**src/hw/csm_pkg.sv**
```systemverilog
// Package for the clock synthesizer mode controller
package csm_pkg;
  localparam int unsigned CLK_MHZ = 100;
  localparam int unsigned FLASH_HEAD_CYC = 16;
  localparam int unsigned RELOCK_US = 200;
  localparam int unsigned OSC_RESTART_US = 1000;
  localparam int unsigned RELOCK_CYC = RELOCK_US * CLK_MHZ;
  localparam int unsigned OSC_RESTART_CYC = OSC_RESTART_US * CLK_MHZ;
  localparam int unsigned CNT_W = 24;
  localparam int unsigned MFD_W = 3;
  localparam int unsigned RFD_W = 3;
  localparam int unsigned ACC_W = 8;
  localparam logic [31:0] ADDR_CTRL = 32'h0000_0000;
  localparam logic [31:0] ADDR_STAT = 32'h0000_0004;
  localparam logic [31:0] ADDR_POWER = 32'h0000_0008;
  localparam int unsigned B_MFD = 12;
  localparam int unsigned B_RFD = 8;
  localparam int unsigned B_CLOCK_OUT_DISABLE = 6;
  localparam int unsigned B_FAST_WAKEUP_SEL = 5;
  localparam int unsigned B_STP = 2;
  localparam logic [2:0] MFD_RST = 3'h0;
  localparam logic [2:0] RFD_RST = 3'h1;
  localparam logic [1:0] STP_ALL_ON = 2'h0;
  localparam logic [1:0] STP_NO_SYS_CLOCK_OUT = 2'h1;
  localparam logic [1:0] STP_NO_PLL = 2'h2;
  localparam logic [1:0] STP_NO_OSC = 2'h3;
  typedef enum logic [1:0]
  {
    CSM_MODE_PLL = 2'h0,
    CSM_MODE_ONE = 2'h1,
    CSM_MODE_EXT = 2'h2
  } csm_mode_t;
  typedef enum logic [1:0]
  {
    CSM_PWR_RUN = 2'h0,
    CSM_PWR_WAIT = 2'h1,
    CSM_PWR_DOZE = 2'h2,
    CSM_PWR_STOP = 2'h3
  } csm_pwr_t;
  typedef enum logic [2:0]
  {
    CSM_ST_RUN = 3'h0,
    CSM_ST_LOW = 3'h1,
    CSM_ST_STOP = 3'h2,
    CSM_ST_RECOV = 3'h3,
    CSM_ST_FLASH = 3'h4
  } csm_state_t;
  typedef struct packed
  {
    logic cpu;
    logic flash;
    logic ram;
    logic periph;
  } csm_gates_t;
endpackage : csm_pkg

```
**src/hw/csm_clock_ctrl.sv**
```systemverilog
// Clock synthesizer mode, gating and wakeup controller with APB registers
//
// Overview of operation
// Normal synthesizer multiplies reference by two to nine.
// Post divider lowers frequency without disturbing the loop.
// Reference is crystal oscillator or external clock.
// Unity mode gives system frequency equal to reference.
// Unity mode ignores the post divider.
// External mode bypasses synthesizer, uses reference pin directly.
// Wakeup runs flash clock at least sixteen cycles before core clocks.
// Wait and doze keep peripherals, stop processor, flash, RAM.
// Each peripheral may gate its own clock locally.
// Stop mode disables every system clock.
// Synthesizer off in stop needs relock wait on wakeup.
// Oscillator off in stop needs restart wait on wakeup.
// Stop setting 00 keeps clock output pin running.
// Fast wakeup enables clocks at once on stop recovery.
// Software should raise post divider by one before fast-wakeup stop.
// External mode applies no oscillator or lock wait.
// Clock output pin copies the system clock.
// Outside party drives reference pin unless crystal is used.
// Stop field 00,01,10,11 progressively stops output, synthesizer, oscillator.
// Without fast wakeup, clocks wait for lock on stop wakeup.
// Clock output disable holds the pin low.
// Mode is latched at reset and held until next reset.
`timescale 1ns/10ps
`default_nettype none
module csm_clock_ctrl
  import csm_pkg::*;
#(
  parameter int unsigned RELOCK_CYCLES = RELOCK_CYC,
  parameter int unsigned OSC_CYCLES = OSC_RESTART_CYC
)
(
  input wire logic clk_in,
  input wire logic rst_n_in,
  input wire logic psel_in,
  input wire logic penable_in,
  input wire logic pwrite_in,
  input wire logic [31:0] paddr_in,
  input wire logic [31:0] pwdata_in,
  output logic [31:0] prdata_out,
  output logic pready_out,
  output logic pslverr_out,
  input wire logic [1:0] mode_strap_in,
  input wire logic use_crystal_in,
  input wire logic [1:0] power_req_in,
  input wire logic synth_locked_in,
  input wire logic [3:0] periph_local_en_in,
  input wire logic sys_clk_in,
  output logic [3:0] periph_clk_en_out,
  output logic cpu_clk_en_out,
  output logic flash_clk_en_out,
  output logic ram_clk_en_out,
  output logic sys_clock_out,
  output logic synth_enable_out,
  output logic osc_enable_out,
  output logic synth_bypass_out,
  output logic ref_from_crystal_out,
  output logic [MFD_W-1:0] feedback_multiplier_out,
  output logic [RFD_W-1:0] post_divide_out
);
  ////////////////////////////////////////////////////////////////////////////
  // Reset release
  logic rst_s1_r;
  logic rst_r;
  always_ff @(posedge clk_in or negedge rst_n_in)
  begin
    if (!rst_n_in)
    begin
      rst_s1_r <= 1'b0;
      rst_r <= 1'b0;
    end
    else
    begin
      rst_s1_r <= 1'b1;
      rst_r <= rst_s1_r;
    end
  end
  wire logic rst_n = rst_r;

  ////////////////////////////////////////////////////////////////////////////
  // Mode latch: captured on first cycle after release
  csm_mode_t mode_r;
  logic mode_done_r;
  logic crystal_drive_out_r;
  wire csm_mode_t mode_nxt = (mode_strap_in == CSM_MODE_ONE) ? CSM_MODE_ONE :
                             (mode_strap_in == CSM_MODE_EXT) ? CSM_MODE_EXT : CSM_MODE_PLL;
  always_ff @(posedge clk_in or negedge rst_n)
  begin
    if (!rst_n)
    begin
      mode_r <= CSM_MODE_PLL;
      mode_done_r <= 1'b0;
      crystal_drive_out_r <= 1'b0;
    end
    else if (!mode_done_r)
    begin
      mode_r <= mode_nxt;
      crystal_drive_out_r <= use_crystal_in && (mode_nxt == CSM_MODE_PLL);
      mode_done_r <= 1'b1;
    end
  end
  wire logic is_ext = (mode_r == CSM_MODE_EXT);
  wire logic is_one = (mode_r == CSM_MODE_ONE);

  ////////////////////////////////////////////////////////////////////////////
  // APB registers
  logic [MFD_W-1:0] mfd_r;
  logic [RFD_W-1:0] rfd_r;
  logic clock_out_disable_r;
  logic fast_wakeup_sel_r;
  logic [1:0] stp_r;
  csm_state_t st_r;
  csm_state_t st_nxt;
  wire logic wr = psel_in && penable_in && pwrite_in && (paddr_in == ADDR_CTRL);
  wire logic hit = (paddr_in == ADDR_CTRL) || (paddr_in == ADDR_STAT) ||
                   (paddr_in == ADDR_POWER);
  wire logic [31:0] ctrl_rd = {16'h0000, 1'b0, mfd_r, 1'b0, rfd_r, 1'b0, clock_out_disable_r, fast_wakeup_sel_r,
                               1'b0, stp_r, 2'h0};
  wire logic [31:0] stat_rd = {24'h000000, 1'b0, st_r, synth_locked_in, crystal_drive_out_r, mode_r};
  wire logic [31:0] rd_nxt = (paddr_in == ADDR_CTRL) ? ctrl_rd :
                             (paddr_in == ADDR_STAT) ? stat_rd :
                             (paddr_in == ADDR_POWER) ? {30'h0, power_req_in} : 32'h0;
  always_ff @(posedge clk_in or negedge rst_n)
  begin
    if (!rst_n)
    begin
      mfd_r <= MFD_RST;
      rfd_r <= RFD_RST;
      clock_out_disable_r <= 1'b0;
      fast_wakeup_sel_r <= 1'b0;
      stp_r <= STP_ALL_ON;
      prdata_out <= 32'h0;
      pready_out <= 1'b0;
      pslverr_out <= 1'b0;
    end
    else
    begin
      pready_out <= psel_in && !pready_out;
      pslverr_out <= psel_in && !pready_out && !hit;
      prdata_out <= (psel_in && !pwrite_in) ? rd_nxt : 32'h0;
      if (wr && pready_out)
      begin
        mfd_r <= pwdata_in[B_MFD +: MFD_W];
        rfd_r <= pwdata_in[B_RFD +: RFD_W];
        clock_out_disable_r <= pwdata_in[B_CLOCK_OUT_DISABLE];
        fast_wakeup_sel_r <= pwdata_in[B_FAST_WAKEUP_SEL];
        stp_r <= pwdata_in[B_STP +: 2];
      end
    end
  end

  ////////////////////////////////////////////////////////////////////////////
  // Power sequencer
  logic [CNT_W-1:0] cnt_r;
  logic [CNT_W-1:0] cnt_nxt;
  logic [1:0] stp_held_r;
  wire logic pll_off = !is_ext && (stp_held_r >= STP_NO_PLL);
  wire logic osc_off = !is_ext && (stp_held_r == STP_NO_OSC) && crystal_drive_out_r;
  wire logic [CNT_W-1:0] recov_len = osc_off ? CNT_W'(OSC_CYCLES + RELOCK_CYCLES) :
                                    pll_off ? CNT_W'(RELOCK_CYCLES) : CNT_W'(0);
  wire logic lock_ok = is_ext || synth_locked_in;
  wire logic recov_done = (cnt_r == CNT_W'(0)) && (fast_wakeup_sel_r || lock_ok);
  always_comb
  begin
    st_nxt = st_r;
    cnt_nxt = (cnt_r != CNT_W'(0)) ? cnt_r - CNT_W'(1) : cnt_r;
    unique case (st_r)
      CSM_ST_RUN:
      begin
        if (power_req_in == CSM_PWR_STOP)
          st_nxt = CSM_ST_STOP;
        else if (power_req_in != CSM_PWR_RUN)
          st_nxt = CSM_ST_LOW;
      end
      CSM_ST_LOW:
      begin
        if (power_req_in == CSM_PWR_RUN)
        begin
          st_nxt = CSM_ST_FLASH;
          cnt_nxt = CNT_W'(FLASH_HEAD_CYC - 1);
        end
      end
      CSM_ST_STOP:
      begin
        if (power_req_in != CSM_PWR_STOP)
        begin
          if (fast_wakeup_sel_r || is_ext)
          begin
            st_nxt = CSM_ST_FLASH;
            cnt_nxt = CNT_W'(FLASH_HEAD_CYC - 1);
          end
          else
          begin
            st_nxt = CSM_ST_RECOV;
            cnt_nxt = recov_len;
          end
        end
      end
      CSM_ST_RECOV:
      begin
        if (recov_done)
        begin
          st_nxt = CSM_ST_FLASH;
          cnt_nxt = CNT_W'(FLASH_HEAD_CYC - 1);
        end
      end
      CSM_ST_FLASH:
      begin
        if (cnt_r == CNT_W'(0))
          st_nxt = CSM_ST_RUN;
      end
      default:
        st_nxt = CSM_ST_RUN;
    endcase
  end
  always_ff @(posedge clk_in or negedge rst_n)
  begin
    if (!rst_n)
    begin
      st_r <= CSM_ST_RUN;
      cnt_r <= CNT_W'(0);
      stp_held_r <= STP_ALL_ON;
    end
    else
    begin
      st_r <= st_nxt;
      cnt_r <= cnt_nxt;
      if (st_r == CSM_ST_RUN)
        stp_held_r <= stp_r;
    end
  end

  ////////////////////////////////////////////////////////////////////////////
  // Gating outputs
  csm_gates_t g;
  assign g.cpu = (st_nxt == CSM_ST_RUN);
  assign g.ram = (st_nxt == CSM_ST_RUN);
  assign g.flash = (st_nxt == CSM_ST_RUN) || (st_nxt == CSM_ST_FLASH);
  assign g.periph = (st_nxt != CSM_ST_STOP) && (st_nxt != CSM_ST_RECOV);
  wire logic in_stop = (st_nxt == CSM_ST_STOP);
  // Stop select as it will be held once the sequencer leaves run, so a late write counts
  wire logic [1:0] stp_eff = (st_r == CSM_ST_RUN) ? stp_r : stp_held_r;
  wire logic sys_clock_out_ok = !clock_out_disable_r && (!in_stop || (stp_eff == STP_ALL_ON));
  always_ff @(posedge clk_in or negedge rst_n)
  begin
    if (!rst_n)
    begin
      cpu_clk_en_out <= 1'b1;
      flash_clk_en_out <= 1'b1;
      ram_clk_en_out <= 1'b1;
      periph_clk_en_out <= 4'h0;
      sys_clock_out <= 1'b0;
      synth_enable_out <= 1'b1;
      osc_enable_out <= 1'b1;
      synth_bypass_out <= 1'b0;
      ref_from_crystal_out <= 1'b0;
      feedback_multiplier_out <= MFD_RST;
      post_divide_out <= RFD_RST;
    end
    else
    begin
      cpu_clk_en_out <= g.cpu;
      flash_clk_en_out <= g.flash;
      ram_clk_en_out <= g.ram;
      periph_clk_en_out <= {4{g.periph}} & periph_local_en_in;
      sys_clock_out <= sys_clock_out_ok && sys_clk_in;
      synth_enable_out <= !is_ext && !(in_stop && stp_eff >= STP_NO_PLL);
      osc_enable_out <= !(in_stop && stp_eff == STP_NO_OSC);
      synth_bypass_out <= is_ext;
      ref_from_crystal_out <= crystal_drive_out_r;
      feedback_multiplier_out <= is_one ? MFD_RST : mfd_r;
      post_divide_out <= (is_one || is_ext) ? '0 : rfd_r;
    end
  end

  ////////////////////////////////////////////////////////////////////////////
  // Checks
  property p_flash_head;
    @(posedge clk_in) disable iff (!rst_n)
    $rose(st_r == CSM_ST_FLASH) |->
      (st_r == CSM_ST_FLASH) [*8] ##1 (st_r == CSM_ST_FLASH) [*8];
  endproperty
  a_flash_head: assert property (p_flash_head) else $error("flash head too short");
  property p_stop_off;
    @(posedge clk_in) disable iff (!rst_n)
    (st_r == CSM_ST_STOP) |-> !cpu_clk_en_out && !flash_clk_en_out && !ram_clk_en_out &&
      (periph_clk_en_out == '0);
  endproperty
  a_stop_off: assert property (p_stop_off) else $error("clock enabled in stop");
  property p_low_periph;
    @(posedge clk_in) disable iff (!rst_n)
    (st_r == CSM_ST_LOW) && (st_nxt == CSM_ST_LOW) |=> !cpu_clk_en_out && !ram_clk_en_out;
  endproperty
  a_low_periph: assert property (p_low_periph) else $error("core clock in wait");
  property p_clock_out_disable;
    @(posedge clk_in) disable iff (!rst_n)
    clock_out_disable_r |=> !sys_clock_out;
  endproperty
  a_clock_out_disable: assert property (p_clock_out_disable) else $error("clock out not held low");
  property p_fast;
    @(posedge clk_in) disable iff (!rst_n)
    (st_r == CSM_ST_STOP) && (power_req_in != CSM_PWR_STOP) && fast_wakeup_sel_r |=>
      (st_r == CSM_ST_FLASH);
  endproperty
  a_fast: assert property (p_fast) else $error("fast wakeup delayed");
  property p_one_div;
    @(posedge clk_in) disable iff (!rst_n)
    is_one && mode_done_r |=> (post_divide_out == '0);
  endproperty
  a_one_div: assert property (p_one_div) else $error("divider active in unity mode");
  property p_mode_hold;
    @(posedge clk_in) disable iff (!rst_n)
    mode_done_r |=> $stable(mode_r);
  endproperty
  a_mode_hold: assert property (p_mode_hold) else $error("mode changed");
  property p_ext_bypass;
    @(posedge clk_in) disable iff (!rst_n)
    is_ext |=> synth_bypass_out && !synth_enable_out;
  endproperty
  a_ext_bypass: assert property (p_ext_bypass) else $error("synth not bypassed");
endmodule : csm_clock_ctrl
`default_nettype wire

```
**config.mk**
```make
export PLATFORM = sky130hd
export DESIGN_NAME = csm_clock_ctrl
export DESIGN_NICKNAME = d
export VERILOG_FILES = /design/src/hw/csm_pkg.sv /design/src/hw/csm_clock_ctrl.sv
export SDC_FILE = /design/constraint.sdc
export NUM_CORES = 1
export LEC_CHECK = 0
export ABC_AREA = 1
export BUFFER_PORTS_ARGS = -buffer_cell sky130_fd_sc_hd__buf_2
export CAP_MARGIN = 15
export CORE_MARGIN = 4
export CORE_UTILIZATION = 51
export CTS_CLUSTER_SIZE = 24
export DETAILED_ROUTE_END_ITERATION = 6
export GPL_ROUTABILITY_DRIVEN = 0
export PLACE_DENSITY = 0.9
export SKIP_LAST_GASP = 1
export SLEW_MARGIN = 20
export SYNTH_ARGS = -nofsm -noshare
export SYNTH_HDL_FRONTEND = slang
export SYNTH_SLANG_ARGS = --single-unit
export TNS_END_PERCENT = 30
```
**constraint.sdc**
```tcl
create_clock -name clk_in -period 2.8 [get_ports clk_in]
set_input_delay 0.28 -clock clk_in [delete_from_list [all_inputs] [get_ports clk_in]]
set_output_delay 0.28 -clock clk_in [all_outputs]
set_load 0.01 [all_outputs]
```
# Word-level counts from Yosys, hierarchy flattened
# Cells that the tools add are included.
[classes]
addsub = 1
mul = 0
div_mod_pow = 0
n_lt_le_gt_ge = 2
n_eq_ne = 18
shift = 0
muxes = 25
n_bitwise = 1
n_reduce_logical = 43
[op_table]
columns = ["operator", "n"]
rows = [
  ["24-bit two-way mux", 4],
  ["24-bit one-hot mux with 3 select lines", 1],
  ["15-bit two-way mux", 3],
  ["17-bit two-way mux", 2],
  ["32-bit by 3-bit equality test with 1-bit output, second input constant", 1],
  ["32-bit by 4-bit equality test with 1-bit output, second input constant", 1],
  ["32-bit zero test", 1],
  ["3-bit two-way mux", 9],
  ["24-bit zero test", 1],
  ["24-bit nonzero test", 1],
  ["24-bit by 1-bit subtractor with 24-bit output, second input constant", 1],
  ["1-bit logical AND", 18],
  ["3-bit one-hot mux with 5 select lines", 1],
  ["2-bit equality test, second input constant", 5],
  ["3-bit by 2-bit equality test with 1-bit output, second input constant", 3],
  ["1-bit zero test", 8],
  ["1-bit logical OR", 8],
  ["2-bit two-way mux", 4],
  ["7-bit two-way mux", 1],
  ["3-bit equality test, second input constant", 2],
  ["2-bit zero test", 3],
  ["3-bit zero test", 2],
  ["3-bit by 2-bit inequality test with 1-bit output, second input constant", 2],
  ["4-bit bitwise AND", 1],
  ["other kinds (5)", 7],
]
[word_totals]
ff_bits = 79
latch_bits = 0
mem_bits_rw = 0
romBits = 0
out_inout_bits = 52
n_memories = 0

# Depth between registers and ports, before layout
# Gate-level depths: netlist (run 1).
[logic_depth]
word_depth = 11
depth_mapped = 10
depth_no_buf = 10

# Worst setup path after synthesis (run 1)
# No wires, ideal clock.
[synth_timing]
path_kind = "register to register"
start = "register cnt_r[0]"
end = "register cnt_r[11]"
setup_ps = 113
t_arrival_ps = 1540
required_ps = 2687
path_slack_ps = 1146
path_stages_with_launch = 11
path_buffers = 1
period_less_slack_ps = 1654
path_cell_list = "dfrtp_1 -> inv_1 -> ha_1 -> nand2_2 -> nor2_8 -> nand4_4 -> nand2_4 -> buf_6 -> nand3_2 -> nand2_1 -> inv_1"
[synth_via]
elab_chain_cells = 4
[synth_rtl]
columns = ["element", "line_no", "rtl"]
rows = [
  ["from (decl)", "csm_clock_ctrl.sv:156", "logic [CNT_W-1:0] cnt_r;"],
  ["from (signal assigned)", "csm_clock_ctrl.sv:229", "cnt_r <= cnt_nxt;"],
  ["24-bit by 1-bit subtractor with 24-bit output (tied with other cells)", "csm_clock_ctrl.sv:168", "cnt_nxt = (cnt_r != CNT_W'(0)) ? cnt_r - CNT_W'(1) : cnt_r;"],
  ["24-bit two-way mux or 1-bit logical AND (tied branches)", "csm_clock_ctrl.sv:168, csm_clock_ctrl.sv:164", ""],
  ["24-bit two-way mux (on tied branches)", "csm_clock_ctrl.sv:203, csm_clock_ctrl.sv:179, csm_clock_ctrl.sv:187", ""],
  ["24-bit one-hot mux with 3 select lines (*)", "csm_clock_ctrl.sv:169", "unique case (st_r)"],
  ["named net cnt_nxt[11]", "csm_clock_ctrl.sv:157", "logic [CNT_W-1:0] cnt_nxt;"],
]
# Mark *: on every way through the listed nets, which the timed path passes. The rest lies on a longest branch.
# A chain may end at the register's enable or synchronous reset.

# Final worst setup path (run 1)
[layout_timing]
start = "register mode_r[0]"
end = "register cnt_r[5]"
[layout_via]
elab_chain_cells = 8
[layout_rtl]
columns = ["element", "line_no", "rtl"]
rows = [
  ["from (decl)", "csm_clock_ctrl.sv:84", "csm_mode_t mode_r;"],
  ["from (signal assigned)", "csm_clock_ctrl.sv:99", "mode_r <= mode_nxt;"],
  ["2-bit equality test (*)", "csm_clock_ctrl.sv:104", "wire logic is_ext = (mode_r == CSM_MODE_EXT);"],
  ["named net is_ext", "csm_clock_ctrl.sv:104", ""],
  ["1-bit zero test", "csm_clock_ctrl.sv:159, csm_clock_ctrl.sv:160", ""],
  ["1-bit logical AND (on tied branches)", "csm_clock_ctrl.sv:159, csm_clock_ctrl.sv:160", ""],
  ["15-bit two-way mux or 1-bit logical AND (tied branches)", "csm_clock_ctrl.sv:162, csm_clock_ctrl.sv:160", ""],
  ["17-bit two-way mux", "csm_clock_ctrl.sv:161", "wire logic [CNT_W-1:0] recov_len = osc_off ? CNT_W'(OSC_CYCLES + RELOCK_CYCLES) :"],
  ["17-bit two-way mux", "csm_clock_ctrl.sv:189", "if (fast_wakeup_sel_r || is_ext)"],
  ["24-bit two-way mux", "csm_clock_ctrl.sv:187", "if (power_req_in != CSM_PWR_STOP)"],
  ["24-bit one-hot mux with 3 select lines (*)", "csm_clock_ctrl.sv:169", ""],
  ["named net cnt_nxt[5]", "csm_clock_ctrl.sv:157", ""],
]
# Marks and branches as above.

==> reports/metrics.cfg, run 1 <==
[run_status]
status=complete, no violations

[synth]
yosysSeqAreaShare=0.469
ys_ff_latch=77
yosys.area.top_type_share=0.431
yosys_warnings=0
yosys.area.top_type=dfrtp_1
synth_edf_count=0
postSynthAreaPerCell_um2=7.90
async_reset_ff_frac=1.00
synth_flop_cell=dfrtp_1
synth_area_um2=4120
synthCells=522
synth_area_leaders=dfrtp_1 (43%), nand2_1 (11%), nor2_1 (8.6%)
ys_types=37

[placement]
pre_cts_slack_ns=0.812
dp.cells=710
port_buffers=90
dpl_cell_area_um2=4610
hpwlAfterDp_um=7280

[timing]
post-route-min-period_ns=2.00
hold_violations=0
finalClockSkew_ns=0.0102
finalSetupViolCount=0
drv_slew=0
setup-tns-final_ns=0
slew_headroom=0.486
tightest_slew_ns=0.772
fmaxAchievable_mhz=500
final.period_utilization=0.714
rsz0062_at_grt=no
layout_setup_ws_ns=0.800

[setup_path]
worstSetupPathType=flip-flop to flip-flop
cp_data_arrival_time_ns=2.30
end_kind=flip-flop
crit_required_ns=3.10
worstSetupStartpointType=flip-flop
cp_max_fo=4

[floorplan]
die-area_um2=9580
ios=132
chipWidth_um=97.9
row_count=32
core_um2=7810
initial_core_util=0.528
chipHeight_um=97.9

[finish]
final_util=0.617
multi_input_area_um2=1790
fill_cells=666
diodes=0
drive_gt1_frac=0.234
nets=705
fin_cells=727
regArea_um2=1940
syn_to_final_growth_pct=17.0
finish.instance_area_um2=4820

[clocking]
tritoncts=built
htreeDepth=3
clockBufferDepth=2
clk_pin_slew_ns=0.08
clock_latency_ns=0.35
cts_resized=0
cts.sinks=77
cts_inserted_buffers=9
cts_root_buf=clkbuf_8

[power]
power_density_nw_per_um2=956
ir_drop_mv=0.529
p_leak_nw=2.77

[routing]
drt-initial-drc-count=138
dr.pass1.iters=5
num_vias=3564
postRouteAntennaNets=0
vias_per_cell=4.90
drcViolationCount=0
routedWlPerCell_um=12.8
drt-total-wl_um=9340

[global_route]
met3_usage=0.0450
grt_util_all_layers=0.198
grt_max_degree=42
gr-usage-met2=0.346
grt_pass1_wl_um=15500
grt_overflow=0
grt_pass1_vias=3491
grt.busiest_layer=met2
gr-usage-met1=0.232
antenna_found_initial=0

[min_path]
min_path_type=input port to flip-flop

[job]
maxCapViolCount=0

registers in the layout, summed over array words and instances (netlist names), 2 cells and up:
signal / flops
feedback_multiplier_out: 3
mode_r: 2
st_r: 3
rfd_r: 3
mfd_r: 3
prdata_out: 13
post_divide_out: 3
stp_held_r: 2
stp_r: 2
cnt_r: 24
periph_clk_en_out: 4
cells by family after synthesis:
kind of cell             after synthesis  share of synthesized area
flip-flops                            77                      0.469
adder cells (fa/ha/maj)                5                     0.0152
other                                  2                    0.00182
XOR/XNOR                              12                     0.0255
AO/OA/AOI/OAI                         37                     0.0471
buffers and inverters                 99                      0.113
AND/OR/NAND/NOR                      290                      0.328
layer usage:
layer | part of all wire | wire, um
met1 | 0.40 | 3750
met2 | 0.53 | 4910
met3 | 0.048 | 446
met4 | 0.025 | 235
met5 | 0 | 0
stage by stage:
| step | power (mW) | hold WS (ns) |
|---|---|---|
| after CTS | 4.60 | 0.109 |
| after detailed placement | 3.74 | 0.0684 |
| after global routing | 4.97 | 0.116 |
| after floorplan | 3.30 | -0.0156 |
| after global placement | 3.65 | 0.0665 |
| final | 4.61 | 0.121 |
placed cells by master (no fill, tap or decap), types with 3 or more instances in the layout:
master,n
buf_2,90
dfrtp_1,70
nand2_2,4
ha_1,5
o21ai_0,7
nand3_2,6
nand3b_1,4
nor2_1,94
conb_1,21
inv_1,73
o21ai_1,9
nand2_1,120
or2_2,5
xor2_1,11
nor2_2,4
a21oi_1,17
dfstp_2,6
nor2_4,3
nor3_1,6
nand4_1,4
nand3_1,31
clkbuf_8,10
worst paths after layout:
path	from	endpoint	slack, ns	depth (start not counted)
hold reg to reg	rst_n	sys_clock_out	0.34	0
min in group asynchronous	rst_n_in	rst_n	0.24	2
setup / recovery	mode_r[0]	cnt_r[5]	0.80	9
setup reg to reg	mode_r[0]	cnt_r[5]	0.80	9
max in group asynchronous	rst_n	rfd_r[0]	1.74	1
hold / removal	pwdata_in[8]	rfd_r[0]	0.12	3
cell type report:
class,count,area share
sequential,77,0.402
tap,102,0.0265
clock buffer,11,0.0293
multi-input combinational,365,0.372
clock inverter,5,0.0125
inverter,75,0.0584
timing repair buffer,92,0.0997
power breakdown:
group | switching [mW] | internal, mW
sequential | 0.227 | 1.37
clock | 0.413 | 0.438
combinational | 1.40 | 0.754
total | 2.04 | 2.57
Yosys cell counts (6+ instances only):
| cell type | instances |
|---|---|
| nand2_1 | 120 |
| nor2_1 | 94 |
| inv_1 | 73 |
| dfrtp_1 | 71 |
| nand3_1 | 31 |
| buf_4 | 20 |
| a21oi_1 | 17 |
| xor2_1 | 11 |
| o21ai_1 | 9 |
| o21ai_0 | 7 |
| dfstp_2 | 6 |
| nand3_2 | 6 |
| nor3_1 | 6 |
critical path, stage by stage (launching register included):
cell,delay (ns)
dfrtp_1,0.38
inv_1,0.07
ha_1,0.27
nor2_1,0.25
inv_1,0.09
nor3_1,0.37
nand3_1,0.26
nand2_1,0.14
nand2_1,0.06
inv_1,0.05
timing repair:
action,in CTS,in global routing
hold buffers,1,0
hold endpoints to repair,2,0
buffers inserted,0,0
Note: power is estimated with default switching activity, not from simulation.
==> inputs of run 2 (changes only) <==
--- a/config.mk
+++ b/config.mk
@@ -5,15 +5,15 @@
 export SDC_FILE = /design/constraint.sdc
 export NUM_CORES = 1
 export LEC_CHECK = 0
-export ABC_AREA = 1
+export ABC_AREA = 0
 export BUFFER_PORTS_ARGS = -buffer_cell sky130_fd_sc_hd__buf_2
 export CAP_MARGIN = 15
 export CORE_MARGIN = 4
-export CORE_UTILIZATION = 51
+export CORE_UTILIZATION = 45
 export CTS_CLUSTER_SIZE = 24
 export DETAILED_ROUTE_END_ITERATION = 6
 export GPL_ROUTABILITY_DRIVEN = 0
-export PLACE_DENSITY = 0.9
+export PLACE_DENSITY = 0.86
 export SKIP_LAST_GASP = 1
 export SLEW_MARGIN = 20
 export SYNTH_ARGS = -nofsm -noshare
==> constraint.sdc (replaced) <==
create_clock -name clk_in -period 1.75 [get_ports clk_in]
set_input_delay 0.175 -clock clk_in [delete_from_list [all_inputs] [get_ports clk_in]]
set_output_delay 0.175 -clock clk_in [all_outputs]
set_load 0.01 [all_outputs]
==> run 2 against run 1 <==
Against the previous run:
- the run now ends with negative setup slack left
- clock power up 75%
- utilization up 1.4 points
- clock skew down 0.0027 ns
- worst setup slack worse by 1.5 ns
- flip-flop and latch count unchanged
- critical endpoint is now cnt_r[12]
- largest power group unchanged
- highest routed layer unchanged
==> reports/metrics.cfg, run 2 <==
[timing]
rsz0062_at_grt=yes
drv_slew=0  ; unchanged
post-route-min-period_ns=2.41  ; +0.408 ns
finalClockSkew_ns=0.00751  ; -0.00270 ns
tightest_slew_ns=0.637  ; -0.134 ns
final.period_utilization=1.38  ; +0.662
finalSetupViolCount=34  ; +34
slew_headroom=0.574  ; +0.0881
fmaxAchievable_mhz=415  ; -17%
layout_setup_ws_ns=-0.658  ; -1.46 ns
hold_violations=0  ; unchanged

[routing]
dr.pass1.iters=5  ; unchanged
drt-initial-drc-count=223  ; +62%
vias_per_cell=5.33  ; +8.8%
routed.top_layer=met4
wl_met3_um=699  ; +57%
postRouteAntennaNets=0  ; unchanged
routedWlPerCell_um=16.9  ; +32%
num_vias=3231  ; -9.3%
drcViolationCount=0  ; unchanged
drt-total-wl_um=10300  ; +9.8%
wl_met1_um=3730  ; -0.51%
wl_met2_um=5410  ; +10%

[synth]
postSynthAreaPerCell_um2=10.8  ; +37%
synthCells=347  ; -34%
synth_area_leaders=dfrtp_1 (47%), dfstp_2 (4.2%), buf_4 (4.2%)
synth_most_common_cell=dfrtp_1
yosys.area.top_type_share=0.475  ; +0.0438
async_reset_ff_frac=1.00  ; unchanged
yosys.area.top_type=dfrtp_1
synth_area_um2=3740  ; -9.2%
yosysSeqAreaShare=0.517  ; +0.0477
yosys_warnings=0  ; unchanged
synth_flop_cell=dfrtp_1
synth_common_cells=dfrtp_1 (71), nor2_1 (31), buf_4 (21)
synth_edf_count=0  ; unchanged
ys_ff_latch=77  ; unchanged
ys_types=56  ; +51%

[global_route]
grt_pass1_vias=3584  ; +2.7%
grt_max_degree=76  ; +81%
grt_util_all_layers=0.211  ; +0.0135
grt_overflow=0  ; unchanged
grt_pass1_wl_um=16600  ; +7.2%
antenna_found_initial=0  ; unchanged

[finish]
drive_gt1_frac=0.419  ; +0.185
diodes=0  ; unchanged
fill_cells=574  ; -14%
layout_commonest_cell=buf_2
largest_register=cnt_r
multi_input_area_um2=1710  ; -4.5%
regArea_um2=1940  ; unchanged
final_util=0.632  ; +0.0140
biggestRegsByFlops=cnt_r (24), prdata_out (13), periph_clk_en_out (4)
syn_to_final_growth_pct=33.1
nets=584  ; -17%
largest_reg_flops=24  ; unchanged
layout_common_cells=buf_2 (90), dfrtp_1 (70), buf_4 (56)

[setup_path]
cp_max_fo=6  ; +2
cp_data_arrival_time_ns=2.63  ; +0.33 ns
crit_required_ns=1.98  ; -1.12 ns
worstSetupStartpointType=flip-flop
worstSetupPathType=flip-flop to flip-flop
end_kind=flip-flop

[power]
ir_drop_mv=0.815  ; +54%
totalPowerFinal_mw=7.86  ; +71%
p_leak_nw=2.51  ; -9.6%
power_density_nw_per_um2=1580  ; +65%

[run_status]
failed_checks=negative setup slack
status=finished with violations

[floorplan]
initial_core_util=0.474  ; -0.0536
die-area_um2=9840  ; +2.6%
chipHeight_um=99.2  ; +1.3%
chipWidth_um=99.2  ; +1.3%
row_count=32  ; unchanged
ios=132  ; unchanged
core_um2=7890  ; +1.0%

[clocking]
clock_latency_ns=0.35  ; about the same
tritoncts=built
clockBufferDepth=2  ; unchanged
cts_root_buf=clkbuf_8
cts.sinks=77  ; unchanged
clk_pin_slew_ns=0.08  ; about the same
htreeDepth=3  ; unchanged
cts_inserted_buffers=9  ; unchanged

[placement]
hpwlAfterDp_um=7650  ; +5.1%
port_buffers=90  ; unchanged

[min_path]
min_path_type=input port to flip-flop

[job]
maxCapViolCount=0  ; unchanged

[run 2: final timing paths]
path,from,end,slack [ns],cells after the start
max,cnt_r[11],cnt_r[12],-0.66,5
min,periph_local_en_in[2],periph_clk_en_out[2],0.02,2
max reg2reg,cnt_r[11],cnt_r[12],-0.66,5
min reg2reg,rst_n,st_r[1],0.30,1
max in group asynchronous,rst_n,rfd_r[0],1.12,1
min in group asynchronous,rst_n_in,rst_n,0.13,2
[run 2: repair_timing]
item | 4_1_cts | 5_1_grt
gates resized for setup | 8 | 6
pin swaps | 1 | 6
endpoints found under the hold margin | 2 | 0
hold buffers | 1 | 0
buffers inserted | 1 | 0
setup endpoints to repair | 34 | 34
cloned | 0 | 0
[run 2: metrics by stage]
step | cell area [um2] | TNS [ns] | worst slack, ns | cells | hold slack, ns
2_1_floorplan | 3840 | -17.55 | -0.626 | 366 | -0.121
3_3_place_gp | 4680 | -17.64 | -0.732 | 589 | -0.0392
3_5_place_dp | 4680 | -18.00 | -0.742 | 589 | -0.0357
4_1_cts | 4960 | -18.06 | -0.628 | 607 | 0.00467
5_1_grt | 4980 | -20.90 | -0.710 | 606 | 0.0162
6_report | 4980 | -18.16 | -0.658 | 606 | 0.0192
[run 2: layout make-up]
type,count,share of cell area
clock buffer,9,0.0249
clock inverter,7,0.0198
inverter,10,0.00754
multi-input combinational,250,0.344
sequential,77,0.389
tap,102,0.0256
timing repair buffer,151,0.189
[run 2: logic make-up after synthesis]
logic type / count (synthesis) / synth area share
and+or+nand+nor: 143 / 0.221
DFF: 77 / 0.517
AOI/OAI and AO/OA: 45 / 0.0826
buffers and inverters: 39 / 0.0645
muxes: 19 / 0.0565
xor gates and xnor gates: 17 / 0.0398
adders and majority gates: 5 / 0.0167
other: 2 / 0.00201
[run 2: critical path, stage by stage, from the launching register on]
cell and delay, ns:
dfrtp_1 0.40, or4_4 0.55, or3_4 0.35, or3_4 0.47
a211oi_4 0.37, o21ai_1 0.14
[run 2: routing by layer]
metal / GRT usage / vias up
li1: - / 1496
met1: 0.225 / 1562
met2: 0.375 / 137
met3: 0.0624 / 36
met4: 0.113 / 0
met5: 0 / -
[run 2: where the power goes]
group	leakage, nW	internal (mW)	switching [mW]
Sequential	1.01	2.12	0.189
Clock	0.110	0.810	0.684
Combinational	1.38	1.87	2.18
Total	2.51	4.81	3.06
==> inputs of run 3 (changes only) <==
--- a/config.mk
+++ b/config.mk
@@ -14,6 +14,7 @@
 export DETAILED_ROUTE_END_ITERATION = 6
 export GPL_ROUTABILITY_DRIVEN = 0
 export PLACE_DENSITY = 0.86
+export SKIP_CTS_REPAIR_TIMING = 1
 export SKIP_LAST_GASP = 1
 export SLEW_MARGIN = 20
 export SYNTH_ARGS = -nofsm -noshare
==> run 3 against run 2 <==
Against the previous run:
- the run still ends with negative setup slack left
- flip-flop and latch count unchanged
- global-route usage decreased by 0.43 points
- largest cell class unchanged
- register-to-register slack lost 0.04 ns
- hold slack got worse by 0.0038 ns
- final cell count rose by 0.17%
- critical path type unchanged
- via count grew 0.53%
- worst setup slack got worse by 0.041 ns
- sequential power hardly changed
- first-iteration DRC count is 23% lower
- cell area up 0.20%
- die area unchanged
==> reports/metrics.cfg, run 3 (synthesis results as in run 2) <==
[run_status]
status=finished with violations
failed_checks=negative setup slack

[floorplan]
chipWidth_um=99.2  ; unchanged
chipHeight_um=99.2  ; unchanged
core_um2=7890  ; unchanged
row_count=32  ; unchanged
die-area_um2=9840  ; unchanged
initial_core_util=0.474  ; unchanged
ios=132  ; unchanged

[timing]
hold_violations=0  ; unchanged
rsz0062_at_grt=yes
post-route-min-period_ns=2.45  ; +0.0414 ns
whs_ns=0.0153  ; -0.00382 ns
finalSetupViolCount=34  ; unchanged
drv_slew=0  ; unchanged
slew_headroom=0.510  ; -0.0640
fmaxAchievable_mhz=408  ; -1.7%
layout_setup_ws_ns=-0.700  ; -0.0414 ns
finalClockSkew_ns=0.00829  ; +0.000773 ns
final.period_utilization=1.40  ; +0.0237
setup-tns-final_ns=-19.14  ; -0.983 ns
tightest_slew_ns=0.733  ; +0.0957 ns

[min_path]
worstHoldPathCells=2  ; unchanged
min_path_type=input port to flip-flop
hold_start=periph_local_en_in[2]
whs_endpoint=periph_clk_en_out[2]

[finish]
finish.instance_area_um2=4990  ; +0.20%
largest_register=cnt_r
biggestRegsByFlops=cnt_r (24), prdata_out (13), periph_clk_en_out (4)
nets=585  ; +0.17%
layout_common_cells=buf_2 (90), dfrtp_1 (70), buf_4 (55)
largest_reg_flops=24  ; unchanged
layout_commonest_cell=buf_2
fin_cells=607  ; +0.17%
diodes=0  ; unchanged
syn_to_final_growth_pct=33.4
drive_gt1_frac=0.422  ; +0.00313

[global_route]
grt_max_degree=76  ; unchanged
grt_pass1_wl_um=16300  ; -1.8%
grt_util_all_layers=0.207  ; -0.00431
antenna_found_initial=0  ; unchanged
grt_overflow=0  ; unchanged
grt_pass1_vias=3526  ; -1.6%

[routing]
drcViolationCount=0  ; unchanged
wl_met3_um=682  ; -2.4%
routedWlPerCell_um=16.9  ; -0.33%
dr.pass1.iters=4  ; -1
wl_met1_um=3720  ; -0.21%
vias_per_cell=5.35  ; +0.36%
num_vias=3248  ; +0.53%
wl_met2_um=5420  ; +0.18%
drt-total-wl_um=10200  ; -0.17%
routed.top_layer=met4
postRouteAntennaNets=0  ; unchanged
drt-initial-drc-count=172  ; -23%

[clocking]
tritoncts=built
clockBufferDepth=2  ; unchanged
cts_inserted_buffers=9  ; unchanged
htreeDepth=3  ; unchanged
clk_pin_slew_ns=0.08  ; about the same
cts_root_buf=clkbuf_8
clock_latency_ns=0.36  ; about the same
cts.sinks=77  ; unchanged

[setup_path]
cp_top_family=simple AND/OR/NAND/NOR gates
worstSetupStartpointType=flip-flop
r2r_slack_ns=-0.70  ; -0.04 ns
rr_endpoint=cnt_r[12]
critPathMostFrequentCell=or3_4
cp_slowest_cell=or4_4
crit_required_ns=1.99  ; about the same
crit_chain=or4_4 -> or3_4 -> or3_4 -> buf_6 -> a211oi_4 -> o21ai_1
worst-path-buf-inv=1  ; +1
end_kind=flip-flop
cp_data_arrival_time_ns=2.69  ; +0.06 ns
cp_max_fo=6  ; unchanged
rr_startpoint=cnt_r[13]
worstSetupPathType=flip-flop to flip-flop
cpPeakStageDelay_ns=0.56  ; about the same
worstRegToRegCells=6  ; +1

[power]
ir_drop_mv=0.819  ; +0.61%
p_leak_nw=2.51  ; about the same
power_density_nw_per_um2=1570  ; -0.75%

[placement]
dp.cells=589  ; unchanged
hpwlAfterDp_um=7650  ; unchanged
port_buffers=90  ; unchanged
pre_cts_slack_ns=-0.742  ; unchanged
dpl_cell_area_um2=4680  ; unchanged

[job]
maxCapViolCount=0  ; unchanged

run 3: cell count changes in the layout (fill, tap and decap cells not counted):
cell,delta
nor4b_4,-1
o21ai_0,-1
a21oi_4,+1
a21oi_1,-1
buf_6,+2
or3_1,+1
nor4b_2,+1
nor3_4,-1
nor3_2,+1
or3_4,-1
o21ai_2,+1
buf_4,-1
run 3: area by class of cell:
cell class | count | area, um2
Fill cell | 571 | 2900
Sequential cell | 77 | 1940
Multi-Input combinational cell | 250 | 1710
Timing Repair Buffer | 152 | 958
Tap cell | 102 | 128
Clock buffer | 9 | 124
Clock inverter | 7 | 98.8
Inverter | 10 | 37.5
run 3: per-stage QoR:
stage	total power [mW]	utilization
floorplan	4.49	-
global placement	5.82	0.593
detailed placement	6.00	0.593
CTS	7.52	0.621
global route	8.27	0.633
finish	7.82	0.633
run 3: worst max-delay path by stage:
stage / startpoint / end / slack [ns] / cells past startpoint
finish: cnt_r[13] / cnt_r[12] / -0.70 / 6
CTS: cnt_r[13] / ram_clk_en_out / -0.78 / 7
floorplan: cnt_r[10] / cnt_r[1] / -0.63 / 7
global route: cnt_r[13] / cnt_r[12] / -0.74 / 6
detailed placement: cnt_r[13] / ram_clk_en_out / -0.74 / 7
global placement: cnt_r[13] / ram_clk_en_out / -0.73 / 7
run 3: power by group:
part	switching [mW]	internal [mW]	total [mW]
Sequential	0.189	2.12	2.31
Clock	0.691	0.810	1.50
Combinational	2.14	1.86	4.01
run 3: metal layers:
metal  up-vias  GRT usage
met5         -          0
met4         0      0.110
met3        42     0.0589
met2       118      0.368
met1      1590      0.221
li1       1498          -
run 3: worst register-to-register path, cell delays in order (launching register included):
cell and delay (ns):
dfrtp_1 0.40, or4_4 0.56, or3_4 0.35, or3_4 0.40
buf_6 0.15, a211oi_4 0.35, o21ai_1 0.13
